### config.mk
export PLATFORM = sky130hd
export DESIGN_NAME = csr_setpoint_bank
export DESIGN_NICKNAME = d
export VERILOG_FILES = /design/src/verilog/csr_pkg.sv /design/src/verilog/csr_setpoint_bank.sv
export SDC_FILE = /design/constraint.sdc
export NUM_CORES = 1
export LEC_CHECK = 0
export BUFFER_PORTS_ARGS = -buffer_cell sky130_fd_sc_hd__clkbuf_2
export CELL_PAD_IN_SITES_DETAIL_PLACEMENT = 0
export CELL_PAD_IN_SITES_GLOBAL_PLACEMENT = 2
export CORE_MARGIN = 2
export CORE_UTILIZATION = 35
export CTS_BUF_LIST = sky130_fd_sc_hd__clkbuf_4
export CTS_CLUSTER_DIAMETER = 80
export DETAILED_ROUTE_END_ITERATION = 10
export PLACE_DENSITY = 0.83
export SYNTH_ARGS = -nofsm -noshare
export SYNTH_HDL_FRONTEND = slang
export SYNTH_SLANG_ARGS = --single-unit
### constraint.sdc
create_clock -name ref_clk -period 3.5 [get_ports ref_clk]
set_input_delay 0.175 -clock ref_clk [delete_from_list [all_inputs] [get_ports ref_clk]]
set_output_delay 0.175 -clock ref_clk [all_outputs]
set_load 0.01 [all_outputs]
### src/verilog/csr_pkg.sv
// constants, field layouts and types shared by the charger setpoint register bank
package csr_pkg;

    // register offsets on the serial bus
    localparam logic [7:0] CSR_OFS_REV_LO   = 8'h08;
    localparam logic [7:0] CSR_OFS_VIN_LO   = 8'h0a;
    localparam logic [7:0] CSR_OFS_VIN_HI   = 8'h0b;
    localparam logic [7:0] CSR_OFS_SYS_LO   = 8'h0c;
    localparam logic [7:0] CSR_OFS_SYS_HI   = 8'h0d;
    localparam logic [7:0] CSR_OFS_IIN_HI   = 8'h0f;

    // reset values
    localparam logic [7:0] CSR_RST_REV_LO   = 8'h00;
    localparam logic [7:0] CSR_RST_VIN_LO   = 8'h00;
    localparam logic [7:0] CSR_RST_VIN_HI   = 8'h00;
    localparam logic [7:0] CSR_RST_SYS_LO   = 8'h00;
    localparam logic [7:0] CSR_RST_SYS_HI   = 8'h00;
    localparam logic [7:0] CSR_RST_IIN_HI   = 8'h41;

    // field positions
    localparam int         CSR_VIN_HI_POS   = 0;
    localparam int         CSR_VIN_HI_W     = 6;
    localparam int         CSR_VIN_LO_POS   = 6;
    localparam int         CSR_VIN_LO_W     = 2;
    localparam int         CSR_SYS_POS      = 0;
    localparam int         CSR_SYS_W        = 6;
    localparam int         CSR_IIN_POS      = 0;
    localparam int         CSR_IIN_W        = 7;

    // scaling, offsets and valid ranges
    localparam logic [15:0] CSR_VIN_OFS_MV  = 16'h0c80;   // 3200 mV
    localparam logic [15:0] CSR_VIN_MIN_MV  = 16'h0c80;   // 3200 mV
    localparam logic [15:0] CSR_VIN_MAX_MV  = 16'h4c40;   // 19520 mV
    localparam logic [15:0] CSR_VIN_STEP_MV = 16'h0040;   // 64 mV
    localparam logic [15:0] CSR_SYS_STEP_MV = 16'h0100;   // 256 mV
    localparam logic [15:0] CSR_SYS_MIN_MV  = 16'h0400;   // 1024 mV
    localparam logic [15:0] CSR_SYS_MAX_MV  = 16'h3f00;   // 16128 mV
    localparam logic [15:0] CSR_SYS_OFS_MV  = 16'h00a0;   // 160 mV
    localparam logic [15:0] CSR_IIN_STEP_MA = 16'h0032;   // 50 mA
    localparam logic [15:0] CSR_IIN_OFS_MA  = 16'h0032;   // 50 mA

    // minimum system voltage default codes per strap value 3..0
    localparam logic [23:0] CSR_SYS_DEF_CODES = {6'h30, 6'h24, 6'h18, 6'h0e};
    localparam logic [1:0]  CSR_STRAP_WAIT    = 2'h2;

    typedef enum logic [2:0] {
        CSR_IDLE = 3'b000,
        CSR_ADDR = 3'b001,
        CSR_PTR  = 3'b010,
        CSR_WR   = 3'b011,
        CSR_RD   = 3'b100
    } csr_state_t;

    typedef struct packed {
        logic [15:0] input_voltage_regulation_target_mv;
        logic [15:0] sysmin_mv;
        logic [15:0] iin_limit_ma;
    } csr_setpoint_t;

endpackage : csr_pkg

### src/verilog/csr_setpoint_bank.sv
// charger setpoint register bank behind a serial two-wire slave
// Notes on behaviour
// - reverse current low byte holds reserved bits only
// - input regulation code spans two bytes, 64-8192 mV
// - input regulation covers 3200 to 19520 mV
// - input regulation adds fixed 3.2 V offset
// - out-of-range input regulation write is ignored
// - minimum system code in upper bits 5..0
// - minimum system spans 1024 to 16128 mV
// - actual minimum system is 160 mV higher
// - out-of-range minimum system write is ignored
// - minimum system default follows cell-count strap
// - input current upper byte resets to 0x41
// - input current adds 50 mA offset
`timescale 1ns/100ps
module csr_setpoint_bank
    import csr_pkg::*;
#(
    parameter logic [6:0] DEV_ADDR = 7'h10
) (
    input  wire logic          ref_clk,
    input  wire logic          rst_b,
    input  wire logic          scl_i,
    input  wire logic          sda_i,
    output logic               sda_o,
    output logic               sda_oe,
    input  wire logic [1:0]    cell_count_strap,
    output csr_setpoint_t      setpoint
);

    logic [2:0] scl_sync_q;
    logic [2:0] sda_sync_q;
    logic [1:0] strap_s1_q;
    logic [1:0] strap_s2_q;
    logic [1:0] strap_cnt_q;
    csr_state_t state_q;
    logic [3:0] bit_cnt_q;
    logic [7:0] shift_q;
    logic [7:0] ptr_q;
    logic       drive_q;
    logic [7:0] rev_lo_q;
    logic [7:0] vin_lo_q;
    logic [7:0] vin_hi_q;
    logic [7:0] sys_lo_q;
    logic [7:0] sys_hi_q;
    logic [7:0] iin_hi_q;

    // edges from the second and third stage only
    wire scl_rise   = scl_sync_q[1] & ~scl_sync_q[2];
    wire scl_fall   = ~scl_sync_q[1] & scl_sync_q[2];
    wire bus_start  = scl_sync_q[1] & scl_sync_q[2] & sda_sync_q[2] & ~sda_sync_q[1];
    wire bus_stop   = scl_sync_q[1] & scl_sync_q[2] & ~sda_sync_q[2] & sda_sync_q[1];
    wire sda_in     = sda_sync_q[1];
    wire ack_entry  = scl_fall & (bit_cnt_q == 4'h8);
    wire byte_begin = scl_fall & (bit_cnt_q == 4'h0);
    wire addr_hit   = (shift_q[7:1] == DEV_ADDR);
    wire wr_en      = ack_entry & (state_q == CSR_WR);
    wire rd_load    = byte_begin & (state_q == CSR_RD);
    // load once the second strap flop holds the pin value, not its reset zero
    wire strap_load = (strap_cnt_q == CSR_STRAP_WAIT);

    // candidate values: the written byte, merged with the stored partner byte for the input regulation pair
    wire [7:0]  vin_lo_c = (wr_en && ptr_q == CSR_OFS_VIN_LO) ? shift_q : vin_lo_q;
    wire [7:0]  vin_hi_c = (wr_en && ptr_q == CSR_OFS_VIN_HI) ? shift_q : vin_hi_q;
    wire [7:0]  sys_hi_c = (wr_en && ptr_q == CSR_OFS_SYS_HI) ? shift_q : sys_hi_q;
    wire [7:0]  vin_code_c = {vin_hi_c[CSR_VIN_HI_POS +: CSR_VIN_HI_W],
                              vin_lo_c[CSR_VIN_LO_POS +: CSR_VIN_LO_W]};
    wire [15:0] vin_mv_c = CSR_VIN_OFS_MV + {2'h0, vin_code_c, 6'h00};
    wire [15:0] sys_mv_c = {2'h0, sys_hi_c[CSR_SYS_POS +: CSR_SYS_W], 8'h00};
    wire        vin_ok   = (vin_mv_c >= CSR_VIN_MIN_MV) && (vin_mv_c <= CSR_VIN_MAX_MV);
    wire        sys_ok   = (sys_mv_c >= CSR_SYS_MIN_MV) && (sys_mv_c <= CSR_SYS_MAX_MV);
    wire        wr_vin   = wr_en && (ptr_q == CSR_OFS_VIN_LO || ptr_q == CSR_OFS_VIN_HI);
    wire        wr_sys   = wr_en && (ptr_q == CSR_OFS_SYS_HI);

    wire [7:0] rd_data =
        (ptr_q == CSR_OFS_REV_LO) ? rev_lo_q :
        (ptr_q == CSR_OFS_VIN_LO) ? vin_lo_q :
        (ptr_q == CSR_OFS_VIN_HI) ? vin_hi_q :
        (ptr_q == CSR_OFS_SYS_LO) ? sys_lo_q :
        (ptr_q == CSR_OFS_SYS_HI) ? sys_hi_q :
        (ptr_q == CSR_OFS_IIN_HI) ? iin_hi_q : 8'h00;

    wire [7:0]  vin_code = {vin_hi_q[CSR_VIN_HI_POS +: CSR_VIN_HI_W],
                            vin_lo_q[CSR_VIN_LO_POS +: CSR_VIN_LO_W]};
    wire [15:0] sys_mv   = {2'h0, sys_hi_q[CSR_SYS_POS +: CSR_SYS_W], 8'h00};
    wire [6:0]  iin_code = iin_hi_q[CSR_IIN_POS +: CSR_IIN_W];

    assign setpoint.input_voltage_regulation_target_mv    = CSR_VIN_OFS_MV + {2'h0, vin_code, 6'h00};
    assign setpoint.sysmin_mv    = sys_mv + CSR_SYS_OFS_MV;
    assign setpoint.iin_limit_ma = 16'(iin_code) * CSR_IIN_STEP_MA + CSR_IIN_OFS_MA;
    assign sda_o  = 1'b0;
    assign sda_oe = drive_q;

    always_ff @(posedge ref_clk or negedge rst_b) begin
        if (!rst_b) begin
            scl_sync_q <= 3'h7;
            sda_sync_q <= 3'h7;
            strap_s1_q <= 2'h0;
            strap_s2_q <= 2'h0;
        end else begin
            scl_sync_q <= {scl_sync_q[1:0], scl_i};
            sda_sync_q <= {sda_sync_q[1:0], sda_i};
            strap_s1_q <= cell_count_strap;
            strap_s2_q <= strap_s1_q;
        end
    end

    // strap is caught once the synchroniser has filled after reset release
    always_ff @(posedge ref_clk or negedge rst_b) begin
        if (!rst_b) begin
            strap_cnt_q <= 2'h0;
        end else if (strap_cnt_q != CSR_STRAP_WAIT + 2'h1) begin
            strap_cnt_q <= strap_cnt_q + 2'h1;
        end
    end

    // serial slave: byte engine with ack slot as count 8
    always_ff @(posedge ref_clk or negedge rst_b) begin
        if (!rst_b) begin
            state_q   <= CSR_IDLE;
            bit_cnt_q <= 4'h0;
            shift_q   <= 8'h00;
            ptr_q     <= 8'h00;
            drive_q   <= 1'b0;
        end else if (bus_start) begin
            state_q   <= CSR_ADDR;
            bit_cnt_q <= 4'h0;
            drive_q   <= 1'b0;
        end else if (bus_stop) begin
            state_q   <= CSR_IDLE;
            drive_q   <= 1'b0;
        end else if (state_q != CSR_IDLE && scl_rise) begin
            if (bit_cnt_q == 4'h8) begin
                bit_cnt_q <= 4'h0;
                if (state_q == CSR_RD && sda_in) begin
                    state_q <= CSR_IDLE;
                end
            end else begin
                bit_cnt_q <= bit_cnt_q + 4'h1;
                if (state_q != CSR_RD) begin
                    shift_q <= {shift_q[6:0], sda_in};
                end
            end
        end else if (ack_entry) begin
            case (state_q)
                CSR_ADDR: begin
                    drive_q <= addr_hit;
                    state_q <= !addr_hit ? CSR_IDLE : (shift_q[0] ? CSR_RD : CSR_PTR);
                end
                CSR_PTR: begin
                    drive_q <= 1'b1;
                    ptr_q   <= shift_q;
                    state_q <= CSR_WR;
                end
                CSR_WR: begin
                    drive_q <= 1'b1;
                    ptr_q   <= ptr_q + 8'h01;
                end
                default: begin
                    drive_q <= 1'b0;
                end
            endcase
        end else if (rd_load) begin
            shift_q <= rd_data;
            ptr_q   <= ptr_q + 8'h01;
            drive_q <= ~rd_data[7];
        end else if (byte_begin) begin
            drive_q <= 1'b0;
        end else if (scl_fall && state_q == CSR_RD) begin
            shift_q <= {shift_q[6:0], 1'b0};
            drive_q <= ~shift_q[6];
        end
    end

    // setpoint storage; reserved bits are stored as written
    always_ff @(posedge ref_clk or negedge rst_b) begin
        if (!rst_b) begin
            rev_lo_q <= CSR_RST_REV_LO;
            vin_lo_q <= CSR_RST_VIN_LO;
            vin_hi_q <= CSR_RST_VIN_HI;
            sys_lo_q <= CSR_RST_SYS_LO;
            sys_hi_q <= CSR_RST_SYS_HI;
            iin_hi_q <= CSR_RST_IIN_HI;
        end else begin
            if (wr_en && ptr_q == CSR_OFS_REV_LO) begin
                rev_lo_q <= shift_q;
            end
            if (wr_vin && vin_ok) begin
                vin_lo_q <= vin_lo_c;
                vin_hi_q <= vin_hi_c;
            end
            if (wr_en && ptr_q == CSR_OFS_SYS_LO) begin
                sys_lo_q <= shift_q;
            end
            if (strap_load) begin
                sys_hi_q <= {2'h0, CSR_SYS_DEF_CODES[{strap_s2_q, 3'h0} - {strap_s2_q, 1'b0} +: 6]};
            end else if (wr_sys && sys_ok) begin
                sys_hi_q <= sys_hi_c;
            end
            if (wr_en && ptr_q == CSR_OFS_IIN_HI) begin
                iin_hi_q <= shift_q;
            end
        end
    end

    logic first_q;
    always_ff @(posedge ref_clk or negedge rst_b) begin
        if (!rst_b) begin
            first_q <= 1'b1;
        end else begin
            first_q <= 1'b0;
        end
    end
endmodule : csr_setpoint_bank

==> run summary <==
PortBufs: 34
Final WL: 15100 um
Post-synth top area share: 33.9%
Cell Chain, Critical Path: ha_4 -> ha_4 -> fa_1 -> ha_4 -> a21oi_4 -> o21bai_4 -> a21o_1 -> a21oi_2 -> xnor2_2 -> buf_4 -> xor2_1 -> buf_2
Fmax: 0.285 GHz
Initial DRC Count: 316
Vias/cell: 5.12
Synth Area in Compound Gates: 17.1%
Total track usage: 18.3%
Post-DP HPWL: 10400 um
Met1 GRT Util: 24.4%
CTS tree: done
Initial Util: 35.6%
Sequential Power Share: 59.3%
Drt wl/cell: 16.7 um
Combinational power share: 6.0%
Avg Inst Size Synth: 9.30 sq um
Pint: 1250 uW
Seq/Total Area, Yosys: 37.7%
Residual DRC count: 0
Maximum vdd drop: 0.217 mV
Post-synth top cells: dfrtp_1, nand2_1, o21ai_0
Unrepaired setup endpoints after global routing: true
Sink Count: 84
Max stage delay cell, worst path: fa_1
Vias: 4627
Core Rows: 46
CP max stage delay: 0.53 ns
Die span in y: 131 um
Core Region: 15800 sq um
Max Clock Skew: 0.0172 ns
Pre-CTS setup slack: -0.0921 ns
Clk slew on worst S/H paths: 0.14 ns
Fin crit period: 3.51 ns
Worst-Skew Late Latency: 0.48 ns
First-pass GRT wire length: 24200 um
Predominant post-synthesis flop cell: dfrtp_1
Final setup fails: 6
Worst r2r path cells: 15
Slew Viols, Final: 0
WP data arrival: 3.33 ns
ANT nets after route: 0
Grt ovf: 0
P_sw: 434 uW
XOR/XNOR Fraction of Synth Area: 4.22%
Vias in the first global route: 4551
Switching part of the total: 25.7%
Final core utilization: 44.5%
Number of synthesized flops with an enable pin: 0
Area grow syn2layout: 25.1%
WP data required: 3.32 ns
Final WS setup: -0.00730 ns
CP startpoint kind: register
Main combinational cell family by area after synthesis: compound AO/OA/AOI/OAI gates
Final hold vios: 0
Initial antenna violation count: 1
Overall power: 1690 uW
Met2 Use GR: 30.7%
Post-Syn Area: 5610 sq um
Drt pass-1 iters: 5
Die Width: 131 um
Inst Count DP: 863
Met3 Track Usage GR: 3.58%
Synth warn: 0
P_leak: 0.00331 uW
Root buf cell: clkbuf_4
Max Cap Viol: 0
Actual slew at the worst max-slew pin: 1.07 ns
Synth area leaders: dfrtp_1, ha_1, mux2_2
I/O Pins: 56
GPL Wtd Cong: 0.818
Die area: 17100 sq um
Post-synth cell types: 60
Failing checks: setup timing
Count of non-filler cells in the finished layout: 904
Post-synthesis register bit count: 84
Layout cells sized above 1: 33.5%
Hold Path Class: input pin to register
Async S/R FF share, synth: 100%
CTS Buf Count: 9
Clk buf depth: 2
Mux cell area share after synthesis: 10.2%
Post-synthesis adder-cell area fraction: 8.97%
Run status: finished, violations left
Synthesized instance count: 603
Tcrit/Tclk final: 100%
Power per cell area: 240 nW/um^2
Largest net degree at the start of global routing: 65
Nets: 727
Clock power frac: 34.6%
CP endpoint kind: output pin
GR peak layer: met2
Crit Path Category: register to output pin
H-Tree Depth: 3
CP Max Fanout: 3
Most frequent cell after synthesis: dfrtp_1
CP most frequent cell: ha_4
Synth area leader: dfrtp_1
Cell count of the worst hold path: 2
Slew headroom: 27.7%
Simple-Gate Fraction of Synth Area: 14.4%
-- placed cells by master (no fill, tap or decap), types with 5 or more instances in the layout --
master	synthesis	routed
a211oi_1	10	10
a21o_1	6	6
a21oi_1	35	31
a22oi_1	14	14
and3_1	9	7
buf_4	28	62
clkbuf_2	1	30
clkbuf_4	0	10
conb_1	2	21
dfrtp_1	76	72
dfstp_2	8	8
dlygate4sd3_1	0	5
ha_1	37	26
ha_4	0	10
inv_1	23	18
inv_2	0	5
mux2_2	40	28
mux2_4	0	12
mux2i_1	12	8
nand2_1	71	65
nand2_2	0	5
nand2b_1	8	7
nand3_1	17	14
nor2_1	33	30
nor2b_1	6	6
nor3_1	11	9
o21ai_0	45	42
xnor2_1	13	12
xor2_1	14	14
-- final cells by class --
type,instances,area [sq um]
Timing Repair Buffer,105,754
Tap cell,216,270
Inverter,23,86.3
Clock inverter,6,63.8
Antenna cell,1,2.50
Clock buffer,10,75.1
Fill cell,1527,8750
Multi-Input combinational cell,459,3650
Sequential cell,84,2120
-- metal layers --
layer	up-vias	part of all wire (%)
met5	-	0
met4	0	0.89
met3	10	3.6
met2	88	50
met1	2280	45
li1	2249	-
-- worst paths after layout --
| path | start | endpoint | slack, ns |
|---|---|---|---|
| worst max-delay path | iin_hi_q[2] | setpoint[11] | -0.007 |
| worst min-delay path | scl_i | scl_sync_q[0] | 0.33 |
| worst max register to register | bit_cnt_q[0] | vin_lo_q[3] | 0 |
| worst min register to register | scl_sync_q[0] | scl_sync_q[1] | 0.36 |
| max in group asynchronous | rst_b | iin_hi_q[6] | 2.29 |
| min in group asynchronous | rst_b | ptr_q[7] | 0.34 |
-- logic make-up (layout without fill, tap and decap cells) --
| family | count (synthesis) | count (layout) |
|---|---|---|
| and+or+nand+nor | 171 | 171 |
| AOI/OAI and AO/OA | 149 | 149 |
| DFF | 84 | 84 |
| buffers and inverters | 79 | 144 |
| muxes | 52 | 52 |
| adders and majority gates | 39 | 39 |
| xor gates and xnor gates | 27 | 27 |
| other | 2 | 22 |
-- flip-flops by register name (all words and copies together) (netlist names) --
register and flops:
state_q 3, bit_cnt_q 4, strap_cnt_q 2, shift_q 8, strap_s2_q 2, iin_hi_q 8
strap_s1_q 2, scl_sync_q 3, sda_oe 1, rev_lo_q 8, vin_hi_q 8, sda_sync_q 3
ptr_q 8, sys_hi_q 8, vin_lo_q 8, sys_lo_q 8
-- worst max-delay path: cells and delay by family, from the launching register on --
family / cells / cell delay, ns
adders and majority gates: 4 / 1.23
AOI/OAI and AO/OA: 4 / 0.59
DFF: 1 / 0.48
buffers and inverters: 2 / 0.28
xor gates and xnor gates: 2 / 0.27
-- power groups by stage --
stage | sequential (uW) | combinational, uW | clock [uW]
after global routing | 1000 | 117 | 638
after CTS | 1000 | 99.4 | 599
after detailed placement | 1020 | 94.8 | 0
after floorplan | 1020 | 66.2 | 0
after global placement | 1020 | 93.4 | 0
final | 1000 | 102 | 585
-- stage by stage --
step / hold WS, ns / setup TNS (ns) / cell area, sq um
detailed placement: 0.264 / -1.22 / 6200
finish: 0.325 / -0.0193 / 7020
global placement: 0.262 / -0.0569 / 6200
CTS: 0.295 / -0.0513 / 6760
global route: 0.297 / -2.20 / 7020
floorplan: -0.121 / -0.0201 / 5720
-- repair_timing --
item / CTS / global route
hold buffers: 5 / 0
pin swaps: 25 / 23
gates resized for setup: 41 / 50
setup buffers: 17 / 2
setup endpoints to repair: 20 / 21
hold endpoints to repair: 60 / 0
Power figures use the tool's default switching activity.
